[config.mk]
export PLATFORM = sky130hd
export DESIGN_NAME = wrs_restart_sync
export DESIGN_NICKNAME = d
export VERILOG_FILES = /design/src/hw/wrs_pkg.sv /design/src/hw/wrs_sync3.sv /design/src/hw/wrs_restart_sync.sv
export SDC_FILE = /design/constraint.sdc
export NUM_CORES = 1
export LEC_CHECK = 0
export CORE_AREA = 2 2 39 41
export DETAILED_ROUTE_END_ITERATION = 10
export DIE_AREA = 0 0 41 43
export DONT_BUFFER_PORTS = 1
export GPL_TIMING_DRIVEN = 0
export MAX_ROUTING_LAYER = met4
export PLACE_DENSITY = 0.52
export SYNTH_ARGS = -nofsm -noshare
export SYNTH_HDL_FRONTEND = slang
export SYNTH_HIERARCHICAL = 1
export SYNTH_SLANG_ARGS = --single-unit
[constraint.sdc]
create_clock -name i_clock -period 0.85 [get_ports i_clock]
set_clock_uncertainty 0.1 [all_clocks]
set_input_delay 0.085 -clock i_clock [delete_from_list [all_inputs] [get_ports i_clock]]
set_output_delay 0.085 -clock i_clock [all_outputs]
set_load 0.01 [all_outputs]
[src/hw/wrs_pkg.sv]
// Constants shared by the watchdog restart synchroniser files
package wrs_pkg;

    // ************************************************************
    // Clock rates
    // ************************************************************
    localparam int unsigned SYS_CLK_HZ  = 40_000_000; // Block clock
    localparam int unsigned CORE_CLK_HZ = 12_000_000; // Core rate
    localparam int unsigned WDT_CLK_HZ  = 1_000_000;  // Watchdog rate
    // Block cycles per watchdog period, rounded down
    localparam int unsigned WDT_PERIOD_CYC = SYS_CLK_HZ / WDT_CLK_HZ;

    // ************************************************************
    // Disarm sequence on the core I/O space
    // ************************************************************
    localparam logic [5:0] WDT_CTRL_ADDR   = 6'h21; // Control location
    localparam logic [7:0] DISARM_FIRST    = 8'h18; // First write
    localparam logic [7:0] DISARM_SECOND   = 8'h10; // Second write

    // ************************************************************
    // Reset values
    // ************************************************************
    localparam logic RST_ENABLED = 1'b1; // Watchdog armed after reset
    localparam logic RST_PENDING = 1'b0; // No restart waiting
    localparam logic RST_LEVEL   = 1'b0; // Synchroniser flops

    // Disarm sequence progress
    typedef enum logic [1:0] {
        WRS_IDLE,
        WRS_ARMED,
        WRS_OFF
    } wrs_state_e;

endpackage : wrs_pkg

[src/hw/wrs_sync3.sv]
// Three-flop synchroniser with stable-level rise detect
`timescale 1ns/1ps
`default_nettype none
module wrs_sync3 (
    input  wire logic i_clock,
    input  wire logic i_nrst,
    input  wire logic i_async,  // Pin from a foreign clock
    output logic      o_level,  // Filtered stable level
    output logic      o_rise    // One-cycle pulse on a rising level
);

    // ************************************************************
    // State
    // ************************************************************
    typedef struct packed {
        logic s1;    // First stage, read only by s2
        logic s2;    // Second stage
        logic s3;    // Third stage
        logic level; // Accepted level
        logic rise;  // Rise pulse
    } wrs_sync_s;

    wrs_sync_s st_q;
    wrs_sync_s st_d;

    // Next state: a change counts once stages two and three agree
    always_comb begin
        st_d      = st_q;
        st_d.s1   = i_async;
        st_d.s2   = st_q.s1;
        st_d.s3   = st_q.s2;
        st_d.rise = 1'b0;
        if (st_q.s2 == st_q.s3) begin
            st_d.level = st_q.s3;
            st_d.rise  = st_q.s3 & ~st_q.level;
        end
    end

    // Registers take constants only under reset
    always_ff @(posedge i_clock or negedge i_nrst) begin
        if (!i_nrst) begin
            st_q <= {5{wrs_pkg::RST_LEVEL}};
        end else begin
            st_q <= st_d;
        end
    end

    assign o_level = st_q.level;
    assign o_rise  = st_q.rise;

endmodule : wrs_sync3
`default_nettype wire

[src/hw/wrs_restart_sync.sv]
// Watchdog restart carrier and disarm sequence detector
`timescale 1ns/1ps
`default_nettype none
module wrs_restart_sync (
    input  wire logic       i_clock,        // 40 MHz block clock
    input  wire logic       i_nrst,         // Async reset, active low
    input  wire logic       i_core_en,      // One pulse per core cycle
    input  wire logic       i_watchdog_restart_instruction, // Restart
    input  wire logic       i_io_we,        // Core I/O write strobe
    input  wire logic [5:0] i_io_addr,      // Core I/O address
    input  wire logic [7:0] i_io_wdata,     // Core I/O write data
    input  wire logic       i_wdt_clock,    // 1 MHz watchdog clock pin
    output logic            o_wdt_restart,  // Restart on watchdog edge
    output logic            o_restart_pending, // Restart waiting
    output logic            o_wdt_enabled,  // Watchdog still armed
    output logic            o_wdt_tick      // Watchdog edge seen
);

    // ************************************************************
    // Reset release
    // ************************************************************
    logic rst_meta_q; // First reset stage
    logic rst_sync_q; // Released reset used by the design

    // Release through two flops so all state leaves reset together
    // Assertion of reset is immediate; only its release is timed
    always_ff @(posedge i_clock or negedge i_nrst) begin
        if (!i_nrst) begin
            rst_meta_q <= 1'b0;
            rst_sync_q <= 1'b0;
        end else begin
            rst_meta_q <= 1'b1;
            rst_sync_q <= rst_meta_q;
        end
    end

    // ************************************************************
    // Watchdog clock edge
    // ************************************************************
    logic wdt_level; // Filtered watchdog clock
    logic wdt_rise;  // Watchdog clock rising edge

    // Phase unknown, so the clock is sampled, never used as clock;
    // three to four cycles of delay against a 1 us period loses nothing
    wrs_sync3 u_wdt_sync (
        .i_clock (i_clock),
        .i_nrst  (rst_sync_q),
        .i_async (i_wdt_clock),
        .o_level (wdt_level),
        .o_rise  (wdt_rise)
    );

    // ************************************************************
    // State
    // ************************************************************
    // One packed state word, filled by one process, kept by another
    typedef struct packed {
        wrs_pkg::wrs_state_e state; // Disarm progress
        logic pending;              // Restart waiting for an edge
        logic restart;              // Restart pulse to the counter
        logic tick;                 // Edge marker
    } wrs_main_s;

    wrs_main_s st_q;
    wrs_main_s st_d;

    logic take;     // Restart accepted this cycle
    logic ctrl_wr;  // Write to the watchdog control location

    // Requests count only on a core cycle and only while armed
    assign take    = i_core_en & i_watchdog_restart_instruction
                   & (st_q.state != wrs_pkg::WRS_OFF);
    assign ctrl_wr = i_core_en & i_io_we
                   & (i_io_addr == wrs_pkg::WDT_CTRL_ADDR);

    // Next state for restart carrier and disarm detector
    always_comb begin
        st_d         = st_q;
        st_d.restart = 1'b0;
        st_d.tick    = wdt_rise;
        // Deliver the held request on the next watchdog edge
        if (wdt_rise && st_q.pending) begin
            st_d.restart = 1'b1;
            st_d.pending = 1'b0;
        end
        // A new request beats the clear in the same cycle, so a
        // request landing on a delivery edge waits for the next one
        if (take) begin
            st_d.pending = 1'b1;
        end
        // Ordered pair of writes; a repeated first byte holds, anything else restarts the sequence
        if (ctrl_wr) begin
            case (st_q.state)
                wrs_pkg::WRS_IDLE: begin
                    if (i_io_wdata == wrs_pkg::DISARM_FIRST) begin
                        st_d.state = wrs_pkg::WRS_ARMED;
                    end
                end
                wrs_pkg::WRS_ARMED: begin
                    if (i_io_wdata == wrs_pkg::DISARM_SECOND) begin
                        st_d.state = wrs_pkg::WRS_OFF;
                    end else if (i_io_wdata != wrs_pkg::DISARM_FIRST) begin
                        st_d.state = wrs_pkg::WRS_IDLE;
                    end
                end
                wrs_pkg::WRS_OFF: begin
                    // Stays off until reset
                    st_d.state = wrs_pkg::WRS_OFF;
                end
                default: begin
                    st_d.state = wrs_pkg::WRS_IDLE;
                end
            endcase
        end
        // Nothing to deliver once disarmed
        if (st_d.state == wrs_pkg::WRS_OFF) begin
            st_d.pending = 1'b0;
        end
    end

    // State register; the released reset copy clears the disarm
    // progress and any waiting restart together
    always_ff @(posedge i_clock or negedge rst_sync_q) begin
        if (!rst_sync_q) begin
            st_q.state   <= wrs_pkg::WRS_IDLE;
            st_q.pending <= wrs_pkg::RST_PENDING;
            st_q.restart <= 1'b0;
            st_q.tick    <= 1'b0;
        end else begin
            st_q <= st_d;
        end
    end

    // Outputs from flops; the raw one-cycle request would be missed
    // Enabled is decoded from state, so it cannot drift from it
    assign o_wdt_restart     = st_q.restart;
    assign o_restart_pending = st_q.pending;
    assign o_wdt_enabled     = (st_q.state != wrs_pkg::WRS_OFF);
    assign o_wdt_tick        = st_q.tick;

    // ************************************************************
    // Checks
    // ************************************************************
    // All checks sleep while the released reset is low, so the first
    // edges after release see only reset values through $past
    // Watchdog edges come about every 40 block cycles, which bounds
    // how long a taken restart may wait for delivery
    a_take_holds: assert property (@(posedge i_clock)
        disable iff (!rst_sync_q)
        (take && !(i_core_en && i_io_we)) |=> st_q.pending)
        else $error("Accepted restart not held");

    a_restart_cause: assert property (@(posedge i_clock)
        disable iff (!rst_sync_q)
        o_wdt_restart |-> ($past(st_q.pending) && $past(wdt_rise)))
        else $error("Restart without pending request and edge");

    a_pend_until_edge: assert property (@(posedge i_clock)
        disable iff (!rst_sync_q)
        (st_q.pending && !wdt_rise && o_wdt_enabled
         && !(i_core_en && i_io_we)) |=> st_q.pending)
        else $error("Pending restart dropped without edge");

    a_disarm_order: assert property (@(posedge i_clock)
        disable iff (!rst_sync_q)
        $fell(o_wdt_enabled) |-> ($past(st_q.state) == wrs_pkg::WRS_ARMED
            && $past(ctrl_wr)
            && $past(i_io_wdata) == wrs_pkg::DISARM_SECOND))
        else $error("Watchdog disabled without ordered writes");

    a_edge_is_rise: assert property (@(posedge i_clock)
        disable iff (!rst_sync_q)
        o_wdt_tick |-> (wdt_level && !$past(wdt_level, 2)))
        else $error("Tick without a filtered rising edge");

    c_restart_done: cover property (@(posedge i_clock)
        disable iff (!rst_sync_q)
        take ##[1:60] o_wdt_restart);

    c_disarm: cover property (@(posedge i_clock)
        disable iff (!rst_sync_q)
        $fell(o_wdt_enabled));

    c_take_on_edge: cover property (@(posedge i_clock)
        disable iff (!rst_sync_q)
        take && wdt_rise && st_q.pending);

    // Edges are far apart, so a restart never lasts two cycles
    a_restart_single: assert property (@(posedge i_clock)
        disable iff (!rst_sync_q)
        o_wdt_restart |=> !o_wdt_restart)
        else $error("Restart pulse longer than one cycle");

    // Delivery only ever rides on a filtered watchdog edge
    a_restart_on_tick: assert property (@(posedge i_clock)
        disable iff (!rst_sync_q)
        o_wdt_restart |-> o_wdt_tick)
        else $error("Restart delivered off a watchdog edge");

    // A taken restart reaches the counter within one watchdog period
    // plus synchroniser delay, unless the watchdog is disarmed first
    a_take_delivered: assert property (@(posedge i_clock)
        disable iff (!rst_sync_q)
        (take && !(i_core_en && i_io_we))
        |-> ##[1:60] (o_wdt_restart || !o_wdt_enabled))
        else $error("Taken restart never delivered");

    // Disarmed means disarmed until the next reset
    a_off_stays: assert property (@(posedge i_clock)
        disable iff (!rst_sync_q)
        !o_wdt_enabled |=> !o_wdt_enabled)
        else $error("Watchdog re-armed without reset");

    // Repeated first byte keeps the sequence armed
    c_first_again: cover property (@(posedge i_clock)
        disable iff (!rst_sync_q)
        ctrl_wr && st_q.state == wrs_pkg::WRS_ARMED
        && i_io_wdata == wrs_pkg::DISARM_FIRST);

    // Restart attempted after disarm is dropped
    c_refused: cover property (@(posedge i_clock)
        disable iff (!rst_sync_q)
        i_core_en && i_watchdog_restart_instruction && !o_wdt_enabled);

endmodule : wrs_restart_sync
`default_nettype wire

==> summary.md <==
| Metric | Value |
|---|---|
| Static Leak | 0.241 nW |
| Critical path peak fanout | 2 |
| Mapped cell area | 449 um2 |
| Num CTS Buffers | 3 |
| Hold_ws | -0.0536 ns |
| CP Capture Type | flop |
| Port buffer count | 0 |
| Final worst setup slack | -0.450 ns |
| Final WL | 976 um |
| Initial antenna violation count | 0 |
| Area post-placement | 469 um2 |
| Met3 Resource Use GR | 4.71% |
| Fin nets | 65 |
| Chip Height | 43 um |
| Met2 GRT Util | 20.9% |
| Worst-path cell chain | nor4_4 -> nand2_1 -> o41a_1 |
| Initial DRC count | 2 |
| # fillers | 127 |
| Most common cell after layout, fill and taps aside | dfrtp_1 |
| GP Congestion | 0.817 |
| Delay-heaviest family, CP | flip-flops |
| Post-layout instance area | 584 um2 |
| DR WL/cell | 16.5 um |
| Largest net degree at the start of global routing | 11 |
| Total gr overflow | 0 |
| Die ar. | 1760 um2 |
| Row count | 14 |
| DR vias | 323 |
| Syn Inst Count | 33 |
| Max Fclk | 769 MHz |
| Ranking of synthesized cells by area | dfrtp_1, or4b_4, nand2b_1, maj3_2, o41a_1 |
| CTS Root Cell | clkbuf_4 |
| N_diodes | 0 |
| Vias/cell | 5.47 |
| Core ar. | 1380 um2 |
| Top-Level Pins | 24 |
| Pwr/cell area | 1740 nW/um2 |
| Slowest cell on crit path | dfrtp_1 |
| Number of max-cap violations | 0 |
| Post-synth net total | 53 |
| Hold_buf cts | 4 |
| Share of post-route cells with drive strength above 1 | 27.9% |
| Crit-path max cell delay | 0.42 ns |
| GR Util met1 | 15.9% |
| Area growth from synthesis to layout | 30.1% |
| Vias in the first global route | 347 |
| CP Buf/Inv Count | 0 |
| Startpoint Class | flop |
| RSZ-0062 raised after global routing | true |
| Fin util | 42.2% |
| Effective utilization at floorplan | 32.5% |
| Commonest cells after routing, fill and taps aside | dfrtp_1, dlygate4sd3_1, clkbuf_4, buf_4, nand2_1 |
| Deepest clock path buffer count | 2 |
| Pre-antenna DRT Iters | 5 |
| Cell accounting for the most synthesized area | dfrtp_1 |
| Max Slew Vio Count | 0 |
| Total GRT Usage | 13.8% |
| Yosys warning total | 6 |
| Top-area cell type share of the netlist area | 66.9% |
| Req. time, crit path | 0.89 ns |
| Final ANT Viol Nets | 0 |
| CTS tree | done |
| Failing checks | hold timing, setup timing |
| Final Hold Fails | 1 |
| Clock sink count | 12 |
| DRC viols | 0 |
| Tcrit/Tclk final | 153% |
| DP HPWL | 667 um |
| Setup TNS | -1.39 ns |
| Register area share after synthesis | 66.9% |
| Crit path kind | reg -> reg |
| Library cells used by synthesis | 19 |
| Status | finished, violations left |
| Worst skew pair latency | 0.26 ns |
| Avg Inst Size Synth | 13.6 um2 |
| Hold Path Class | in -> reg |
| WP data arrival | 1.34 ns |
| Final setup vio count | 7 |
| VDD IR-drop max | 705 uV |
| First-pass GRT wire length | 1510 um |
| Clock transition at the registers of the reported paths | 0.07 ns |
| Yosys reg bits | 12 |
| Die W | 41 um |
| GR peak layer | met2 |
| H-tree depth | 1 |
| Tmin final | 1.30 ns |
[cell families (layout without fill, tap and decap cells)]
group | Yosys count | after routing | share of synthesized area (%)
AOI/OAI and AO/OA | 6 | 6 | 10.0
other | 1 | 1 | 0.835
adders and majority gates | 1 | 1 | 2.51
DFF | 12 | 12 | 66.9
and+or+nand+nor | 12 | 12 | 18.9
buffers and inverters | 1 | 11 | 0.835
[final timing paths]
check,startpoint,endpoint,slack (ns),cells after the start
min in group asynchronous,rst_sync_q,u_wdt_sync/o_rise,0.06,0
hold reg to reg,rst_sync_q,u_wdt_sync/o_rise,0.06,0
hold / removal,i_io_wdata[6],st_q[3],-0.05,3
setup reg to reg,st_q[4],o_restart_pending,-0.45,3
max in group asynchronous,i_nrst,rst_sync_q,0.04,2
setup / recovery,st_q[4],o_restart_pending,-0.45,3
[layer usage]
| metal | share of wire [%] | wire (um) | vias up |
|---|---|---|---|
| met2 | 57 | 555 | 13 |
| met5 | 0 | 0 | - |
| met4 | 0.82 | 8 | 0 |
| met3 | 5.8 | 57 | 2 |
| met1 | 36 | 355 | 170 |
| li1 | - | - | 138 |
[power by group]
| group | internal [mW] | switching, mW | total, mW |
|---|---|---|---|
| sequential | 0.601 | 0.0297 | 0.631 |
| clock | 0.163 | 0.162 | 0.326 |
| combinational | 0.0404 | 0.0204 | 0.0607 |
[stage by stage]
step / setup WS, ns / power, mW / cells
final: -0.450 / 1.02 / 59
after detailed placement: -0.567 / 0.679 / 49
after global placement: -0.546 / 0.675 / 49
after global routing: -0.514 / 1.08 / 59
after CTS: -0.429 / 1.03 / 59
after floorplan: -0.519 / 0.667 / 33
[area by class of cell]
type                       instances  area (um2)  share of cell area, %
timing repair buffer               7        62.6                   10.7
inverter                           1        3.75                  0.642
sequential                        12         300                   51.4
clock buffer                       3        22.5                   3.85
multi-input combinational         20         175                   30.0
tap                               16        20.0                   3.43
[cell usage after synthesis (all sizes together)]
cell type,n
maj3,1
o31ai,1
nand3,1
conb,1
o41ai,1
nand2b,2
o21ai,2
and2,1
and3b,1
a21boi,1
or4b,1
o41a,1
inv,1
or2,1
dfrtp,12
nand2,2
nor4,1
nand4b,1
nor4b,1
[timing repair]
action	in CTS	in global routing
endpoints found under the hold margin	6	2
endpoints found under the setup margin	8	8
resized for setup	4	1
buffers inserted	3	0
[tightest hold or removal path: stages]
cell and delay [ns]:
nor4b_1 0.05, nand3_1 0.08, o21ai_1 0.06
(Power assumes the default switching activity.)
